**src/logic/lvdiv_regs.svh**
```systemverilog
// Purpose: register indices, field positions, reset values of the channel dividers
// Assumes: byte address is four times the register index
// Notes: register width 8, upper bus bits read zero
`ifndef LVDIV_REGS_SVH
`define LVDIV_REGS_SVH
`define LVDIV_IDX_DIV0_PERIOD 10'h190
`define LVDIV_IDX_DIV0_CTRL 10'h191
`define LVDIV_IDX_DIV0_ROUTE 10'h192
`define LVDIV_IDX_DIV1_PERIOD 10'h193
`define LVDIV_IDX_DIV1_CTRL 10'h194
`define LVDIV_IDX_SRC_SEL 10'h1E1
`define LVDIV_RST_DIV0_PERIOD 8'h00
`define LVDIV_RST_DIV0_CTRL 8'h80
`define LVDIV_RST_DIV0_ROUTE 8'h00
`define LVDIV_RST_DIV1_PERIOD 8'h00
`define LVDIV_RST_DIV1_CTRL 8'h00
`define LVDIV_RST_SRC_SEL 8'h00
`define LVDIV_BIT_DIRECT 1
`define LVDIV_BIT_DCC_OFF 0
`define LVDIV_SRC_OSC 2'h2
`define LVDIV_SRC_EXT 2'h0
`endif

```
**src/logic/lvdiv_pkg.sv**
```systemverilog
// Purpose: types shared by the channel divider logic
// Assumes: nothing beyond the register header
// Notes: field order follows the register bit order, msb first
package lvdiv_pkg;
  typedef struct packed {
    logic [3:0] low;
    logic [3:0] high;
  } lvdiv_period_t;
  typedef struct packed {
    logic bypass;
    logic nosync;
    logic force_high;
    logic start_high;
    logic [3:0] phase;
  } lvdiv_ctrl_t;
  typedef struct packed {
    logic level;
    logic [3:0] ph;
    logic [3:0] cnt;
  } lvdiv_state_t;
endpackage : lvdiv_pkg

```
**src/logic/lvdiv_top.sv**
```systemverilog
// Purpose: two programmable channel dividers with Avalon-MM register access
// Assumes: divider input clocks far slower than clk; they are sampled here
// Notes: each divider advances once per rising edge of its sampled input
`timescale 1ns/1ps
`include "lvdiv_regs.svh"
module lvdiv_top #(
  parameter int ADDR_W = 12
) (
  input wire logic clk,
  input wire logic rstn,
  input wire logic [ADDR_W-1:0] address,
  input wire logic read,
  input wire logic write,
  input wire logic [31:0] writedata,
  input wire logic [3:0] byteenable,
  output logic [31:0] readdata,
  output logic waitrequest,
  input wire logic osc_clk_in,
  input wire logic ext_clk_in,
  input wire logic sync_n_in,
  output logic pair_a_output_first,
  output logic pair_a_output_second,
  output logic pair_b_output,
  output logic duty_correction_active
);

  if (ADDR_W < 12) begin : g_chk
    $error("lvdiv_top: ADDR_W must be at least 12");
  end

  // advance one divider by one clk cycle
  function automatic lvdiv_pkg::lvdiv_state_t lvdiv_step(
    input lvdiv_pkg::lvdiv_state_t s,
    input lvdiv_pkg::lvdiv_period_t p,
    input lvdiv_pkg::lvdiv_ctrl_t c,
    input logic edge_i,
    input logic sync_i
  );
    lvdiv_pkg::lvdiv_state_t n;
    n = s;
    if (c.bypass) begin
      // bypass: counters held cleared, source passed through to the output
      n.level = 1'b0;
      n.ph = 4'h0;
      n.cnt = 4'h0;
    end else if (sync_i && !c.nosync) begin
      n.level = c.start_high;
      n.ph = c.phase;
      n.cnt = c.start_high ? p.high : p.low;
    end else if (edge_i) begin
      if (s.ph != 4'h0) begin
        n.ph = s.ph - 4'h1;
      end else if (s.cnt != 4'h0) begin
        n.cnt = s.cnt - 4'h1;
      end else begin
        n.level = ~s.level;
        n.cnt = s.level ? p.low : p.high;
      end
    end
    return n;
  endfunction : lvdiv_step

  // output level of one divider before routing
  function automatic logic lvdiv_level(
    input lvdiv_pkg::lvdiv_state_t s,
    input lvdiv_pkg::lvdiv_ctrl_t c,
    input logic src_i
  );
    logic v;
    v = s.level;
    if (c.bypass) begin
      v = src_i;
    end else if (c.nosync) begin
      v = c.force_high;
    end
    return v;
  endfunction : lvdiv_level

  // registers
  logic [7:0] div0_period_q;
  logic [7:0] div0_control_q;
  logic [7:0] div0_output_route_q;
  logic [7:0] div1_period_q;
  logic [7:0] div1_control_q;
  logic [7:0] src_sel_q;

  // bus
  logic waitrequest_q;
  logic [31:0] readdata_q;

  // pin samplers
  logic osc_s1_q;
  logic osc_s2_q;
  logic osc_s3_q;
  logic ext_s1_q;
  logic ext_s2_q;
  logic ext_s3_q;
  logic sync_s1_q;
  logic sync_s2_q;

  // divider state
  lvdiv_pkg::lvdiv_state_t div0_q;
  lvdiv_pkg::lvdiv_state_t div1_q;
  lvdiv_pkg::lvdiv_state_t div0_d;
  lvdiv_pkg::lvdiv_state_t div1_d;

  // outputs
  logic pair_a_first_q;
  logic pair_a_second_q;
  logic pair_b_q;
  logic dcc_active_q;

  // address decode
  wire logic [9:0] reg_idx = address[11:2];
  wire logic req = read | write;
  wire logic accept = req & ~waitrequest_q;
  wire logic wr_en = accept & write & byteenable[0];
  wire logic [7:0] wbyte = writedata[7:0];
  wire logic hit_p0 = reg_idx == `LVDIV_IDX_DIV0_PERIOD;
  wire logic hit_c0 = reg_idx == `LVDIV_IDX_DIV0_CTRL;
  wire logic hit_r0 = reg_idx == `LVDIV_IDX_DIV0_ROUTE;
  wire logic hit_p1 = reg_idx == `LVDIV_IDX_DIV1_PERIOD;
  wire logic hit_c1 = reg_idx == `LVDIV_IDX_DIV1_CTRL;
  wire logic hit_ss = reg_idx == `LVDIV_IDX_SRC_SEL;
  wire logic wr_p0 = wr_en & hit_p0;
  wire logic wr_c0 = wr_en & hit_c0;
  wire logic wr_r0 = wr_en & hit_r0;
  wire logic wr_p1 = wr_en & hit_p1;
  wire logic wr_c1 = wr_en & hit_c1;
  wire logic wr_ss = wr_en & hit_ss;
  wire logic [7:0] rd_byte =
    hit_p0 ? div0_period_q :
    hit_c0 ? div0_control_q :
    hit_r0 ? div0_output_route_q :
    hit_p1 ? div1_period_q :
    hit_c1 ? div1_control_q :
    hit_ss ? src_sel_q : 8'h00;

  // field views
  wire lvdiv_pkg::lvdiv_period_t per0 = lvdiv_pkg::lvdiv_period_t'(div0_period_q);
  wire lvdiv_pkg::lvdiv_period_t per1 = lvdiv_pkg::lvdiv_period_t'(div1_period_q);
  wire lvdiv_pkg::lvdiv_ctrl_t ctl0 = lvdiv_pkg::lvdiv_ctrl_t'(div0_control_q);
  wire lvdiv_pkg::lvdiv_ctrl_t ctl1 = lvdiv_pkg::lvdiv_ctrl_t'(div1_control_q);
  wire logic [1:0] src_sel = src_sel_q[1:0];
  wire logic direct = div0_output_route_q[`LVDIV_BIT_DIRECT];
  wire logic dcc_off = div0_output_route_q[`LVDIV_BIT_DCC_OFF];

  // divider input selection
  wire logic use_osc = src_sel == `LVDIV_SRC_OSC;
  wire logic src_lvl = use_osc ? osc_s2_q : ext_s2_q;
  wire logic osc_rise = osc_s2_q & ~osc_s3_q;
  wire logic ext_rise = ext_s2_q & ~ext_s3_q;
  wire logic src_rise = use_osc ? osc_rise : ext_rise;
  wire logic sync_act = ~sync_s2_q;

  assign div0_d = lvdiv_step(div0_q, per0, ctl0, src_rise, sync_act);
  assign div1_d = lvdiv_step(div1_q, per1, ctl1, src_rise, sync_act);

  wire logic div0_lvl = lvdiv_level(div0_q, ctl0, src_lvl);
  wire logic div1_lvl = lvdiv_level(div1_q, ctl1, src_lvl);

  // first pair routing
  wire logic route_osc = direct && (src_sel == `LVDIV_SRC_OSC);
  wire logic route_ext = direct && (src_sel == `LVDIV_SRC_EXT);
  wire logic pair_a_d =
    route_osc ? osc_s2_q :
    route_ext ? ext_s2_q : div0_lvl;

  // bus slave: one wait cycle, answer on the second edge
  always_ff @(posedge clk) begin
    if (!rstn) begin
      waitrequest_q <= 1'b1;
      readdata_q <= 32'h0000_0000;
    end else begin
      waitrequest_q <= ~(req & waitrequest_q);
      if (read & waitrequest_q) begin
        readdata_q <= {24'h00_0000, rd_byte};
      end
    end
  end

  always_ff @(posedge clk) begin
    if (!rstn) begin
      div0_period_q <= `LVDIV_RST_DIV0_PERIOD;
    end else if (wr_p0) begin
      div0_period_q <= wbyte;
    end
  end

  always_ff @(posedge clk) begin
    if (!rstn) begin
      div0_control_q <= `LVDIV_RST_DIV0_CTRL;
    end else if (wr_c0) begin
      div0_control_q <= wbyte;
    end
  end

  always_ff @(posedge clk) begin
    if (!rstn) begin
      div0_output_route_q <= `LVDIV_RST_DIV0_ROUTE;
    end else if (wr_r0) begin
      div0_output_route_q <= {6'h00, wbyte[1:0]};
    end
  end

  always_ff @(posedge clk) begin
    if (!rstn) begin
      div1_period_q <= `LVDIV_RST_DIV1_PERIOD;
    end else if (wr_p1) begin
      div1_period_q <= wbyte;
    end
  end

  always_ff @(posedge clk) begin
    if (!rstn) begin
      div1_control_q <= `LVDIV_RST_DIV1_CTRL;
    end else if (wr_c1) begin
      div1_control_q <= wbyte;
    end
  end

  always_ff @(posedge clk) begin
    if (!rstn) begin
      src_sel_q <= `LVDIV_RST_SRC_SEL;
    end else if (wr_ss) begin
      src_sel_q <= {6'h00, wbyte[1:0]};
    end
  end

  // two-flop samplers, third stage only for edge detect
  always_ff @(posedge clk) begin
    if (!rstn) begin
      osc_s1_q <= 1'b0;
      osc_s2_q <= 1'b0;
      osc_s3_q <= 1'b0;
    end else begin
      osc_s1_q <= osc_clk_in;
      osc_s2_q <= osc_s1_q;
      osc_s3_q <= osc_s2_q;
    end
  end

  always_ff @(posedge clk) begin
    if (!rstn) begin
      ext_s1_q <= 1'b0;
      ext_s2_q <= 1'b0;
      ext_s3_q <= 1'b0;
    end else begin
      ext_s1_q <= ext_clk_in;
      ext_s2_q <= ext_s1_q;
      ext_s3_q <= ext_s2_q;
    end
  end

  // resync pin idles high, so reset to its idle level
  always_ff @(posedge clk) begin
    if (!rstn) begin
      sync_s1_q <= 1'b1;
      sync_s2_q <= 1'b1;
    end else begin
      sync_s1_q <= sync_n_in;
      sync_s2_q <= sync_s1_q;
    end
  end

  always_ff @(posedge clk) begin
    if (!rstn) begin
      div0_q <= '0;
    end else begin
      div0_q <= div0_d;
    end
  end

  always_ff @(posedge clk) begin
    if (!rstn) begin
      div1_q <= '0;
    end else begin
      div1_q <= div1_d;
    end
  end

  always_ff @(posedge clk) begin
    if (!rstn) begin
      pair_a_first_q <= 1'b0;
      pair_a_second_q <= 1'b0;
      pair_b_q <= 1'b0;
    end else begin
      pair_a_first_q <= pair_a_d;
      pair_a_second_q <= pair_a_d;
      pair_b_q <= div1_lvl;
    end
  end

  always_ff @(posedge clk) begin
    if (!rstn) begin
      dcc_active_q <= 1'b1;
    end else begin
      dcc_active_q <= ~dcc_off;
    end
  end

  assign readdata = readdata_q;
  assign waitrequest = waitrequest_q;
  assign pair_a_output_first = pair_a_first_q;
  assign pair_a_output_second = pair_a_second_q;
  assign pair_b_output = pair_b_q;
  assign duty_correction_active = dcc_active_q;

endmodule : lvdiv_top

```
**config.mk**
```make
export PLATFORM = sky130hd
export DESIGN_NAME = lvdiv_top
export DESIGN_NICKNAME = d
export VERILOG_FILES = /design/src/logic/lvdiv_pkg.sv /design/src/logic/lvdiv_top.sv
export VERILOG_INCLUDE_DIRS = /design/src /design/src/logic
export SDC_FILE = /design/constraint.sdc
export NUM_CORES = 1
export LEC_CHECK = 0
export ABC_AREA = 1
export BUFFER_PORTS_ARGS = -buffer_cell sky130_fd_sc_hd__buf_4
export CAP_MARGIN = 20
export CORE_ASPECT_RATIO = 1.1
export CORE_UTILIZATION = 54
export CTS_BUF_LIST = sky130_fd_sc_hd__clkbuf_16
export DETAILED_ROUTE_END_ITERATION = 16
export PLACE_DENSITY = 0.78
export SKIP_LAST_GASP = 1
export SYNTH_ARGS = -nofsm -noshare
export SYNTH_HDL_FRONTEND = slang
export SYNTH_SLANG_ARGS = --single-unit
```
**constraint.sdc**
```tcl
create_clock -name clk -period 1.71 [get_ports clk]
set_input_delay 0.0855 -clock clk [delete_from_list [all_inputs] [get_ports clk]]
set_output_delay 0.0855 -clock clk [all_outputs]
set_load 0.02 [all_outputs]
```
==> reports/results.txt <==
status: completed
critical path capture point type: register
Clk pin slew, worst setup/hold paths: 60 ps
ys async rst share: 0
core box area: 0.007047 sq mm
Post-DRT Antenna Nets: 0
sequential power share: 0.421
Yosys top cell by area: dfxtp_1
Finish-stage setup viols: 0
Final min period: 1566 ps
Final Skew: 6.046 ps
post-DR wirelength/cell: 14.00 um
CTS H-tree lvls: 3
Worst Path Buf+Inv: 3
1st-iter DRT viols: 299
crit path cell chain: dlygate4sd3_1, buf_4, nand3_1, inv_2, nand3_2, a211oi_1
clock sinks: 74
Gate power share: 0.102
slowest stage delay, CP: 530 ps
Initial Util: 0.5586
Critical-path top delay cell: dlygate4sd3_1
Main synth FF type: dfxtp_1
MaxCap Viol Count: 0
Syn Std Cell Area: 0.003936 sq mm
area fraction of the dominant cell type after synthesis: 0.3764
Critical Path RT: 1940 ps
Hold WC Path Type: in -> reg
Vias: 3729
Vias per Instance: 5.484
CP top delay family: buffers and inverters
top cells by count, synth: 74 x dfxtp_1, 72 x inv_1, 66 x nand2_1
Final Hold Viols: 0
leakage power: 1.905 nW
Switching Fraction: 0.2456
GPL Wtd Cong: 0.9077
total CTS buffers: 9
post_cts resized: 0
Routed WL: 9523 um
Power Dens Cells: 919.6 mW/mm^2
crit path DAT: 1800 ps
Nets: 649
I/O Buffers: 38
Post-synth EDFFs: 0
Die Area: 0.007635 sq mm
first-pass GRT wire length: 15990 um
number of global-route vias before repair: 3476
Clock Latency Late Sink: 330 ps
Overflow after GRT: 0
Tcrit/Tclk final: 0.9160
CP Launch Type: input port
Achievable Freq: 638.4 MHz
Die Y: 91.55 um
Post-DP HPWL: 6980 um
# DRC: 0
Max FO, Critical Path: 16
top-count cell post-synth: dfxtp_1
cells after synthesis: 544
hold slack: 65.41 ps
Clk pwr share: 0.477
internal power: 3.178 mW
post-synth cell types: 36
Crit Path Class: in -> reg
max-slew violations: 0
pin count of the biggest net entering global routing: 32
Syn Area/Cell: 7.236 sq um
layout cells sized above 1: 0.1765
Ports: 92
yosys warns: 0
RSZ-0062 raised after global routing: true
root buffer cell: clkbuf_16
overall routing resource usage: 0.2635
final core utilization: 0.6500
first drt pass iteration count: 5
Die Width: 83.41 um
ANT cells: 0
Layout fillers: 612
TritonCTS clock tree: done
sequential-to-total area share from yosys stat: 0.3764
initial antenna violation count: 0
VDD IR max: 0.0007187 V
Switch Pwr: 1.034 mW
synth top area cells: dfxtp_1 38%, a21oi_1 7.4%, inv_1 6.9%
Yosys reg bits: 74
placement row count: 32
Max clock buf depth: 2
post-CTS setup buffers: 0
area delta synth->final: 16.37%
-- sequential cells by signal, indices dropped and copies added, names as in the netlist, 2 cells and up --
signal and count:
div0_q 9, ctl0 8, div0_period_q 8, readdata 8, div1_q 9, div1_period_q 8, div0_output_route_q 2, src_sel_q 2
ctl1 8
-- worst reg2reg max path: stages (launching register included) --
cell,delay [ps]
dfxtp_1,340
inv_2,50
nand3_1,140
inv_2,240
nand3_2,340
a211oi_1,340
-- power groups by stage --
stage	Combinational, mW	Clock, mW	Sequential [mW]
floorplan	0.328	0	1.81
global placement	0.404	0	1.81
detailed placement	0.415	0	1.81
CTS	0.427	2.02	1.77
global route	0.478	2.09	1.78
finish	0.431	2.01	1.77
-- cell type report --
class	instances	area, sq um	share of cell area
multi-input combinational	371	1971	0.4302
sequential	74	1481	0.3234
timing repair buffer	50	387.9	0.08468
inverter	84	315.3	0.06883
clock buffer	9	225.2	0.04917
tap	85	106.4	0.02322
clock inverter	7	93.84	0.02049
-- repair_timing --
| action | CTS | global route |
|---|---|---|
| endpoints found under the hold margin | 4 | 0 |
| setup endpoints to repair | 0 | 5 |
| hold buffers | 5 | 0 |
-- metal layers --
| metal | share of wire | wire length (um) | up-vias | track usage |
|---|---|---|---|---|
| li1 | - | - | 1866 | - |
| met1 | 0.44 | 4160 | 1729 | 0.3114 |
| met2 | 0.48 | 4562 | 107 | 0.4611 |
| met3 | 0.045 | 426 | 27 | 0.04364 |
| met4 | 0.039 | 373 | 0 | 0.1279 |
| met5 | 0 | 0 | - | 0 |
-- per-stage QoR --
stage	instance area (sq um)	setup slack, ps	std cells	power (mW)	setup TNS, ps
3_5_place_dp	4212	205.4	659	2.225	0
4_1_cts	4581	155.6	680	4.222	0
3_3_place_gp	4212	232.1	659	2.214	0
2_1_floorplan	4023	361.8	567	2.138	0
6_report	4581	143.6	680	4.212	0
5_1_grt	4581	-32.85	680	4.342	-129.9
-- final timing paths --
kind                                        from                                end  slack, ps  depth (start not counted)
min reg2reg  div0_output_route_q[0]$_SDFFE_PN0P_  duty_correction_active$_SDFF_PN1_        400                          1
max                                        write      div1_period_q[3]$_SDFFE_PN0P_        140                          6
max reg2reg               waitrequest$_SDFF_PN1_      div1_period_q[3]$_SDFFE_PN0P_        160                          5
min                                 writedata[7]               ctl0[7]$_SDFFE_PN1P_         70                          3
-- cells in the final DEF, fill, tap and decap left out, types with 3 or more instances in the layout --
cell           Yosys  layout
o211ai_1           8       8
nand3_1           20      20
dfxtp_1           74      74
a211oi_2           6       6
ha_1               4       4
a21oi_1           58      58
nand4_1            8       8
o22ai_1            8       8
nor2_1            39      39
o21ai_1           27      27
a211oi_1           4       4
nor2_4             4       4
xor2_1             6       6
inv_2             12      12
nor3_1             6       6
o21ai_0           46      46
a31oi_1            4       4
nand3_2            3       3
conb_1             1      24
inv_1             72      72
o21bai_1           6       6
nand2_1           66      66
clkbuf_16          0       9
dlygate4sd3_1      0       5
buf_4             26      45
nand2_2           11      11
-- kinds of logic after synthesis --
logic type	Yosys count	share of synthesized area
compound gates	172	0.2518
simple gates	164	0.1977
buf+inv	122	0.1449
xor+xnor	7	0.01558
flops	74	0.3764
fa+ha+maj	4	0.01272
other cells	1	0.0009527
No activity file was read; power rests on OpenSTA's default activity.
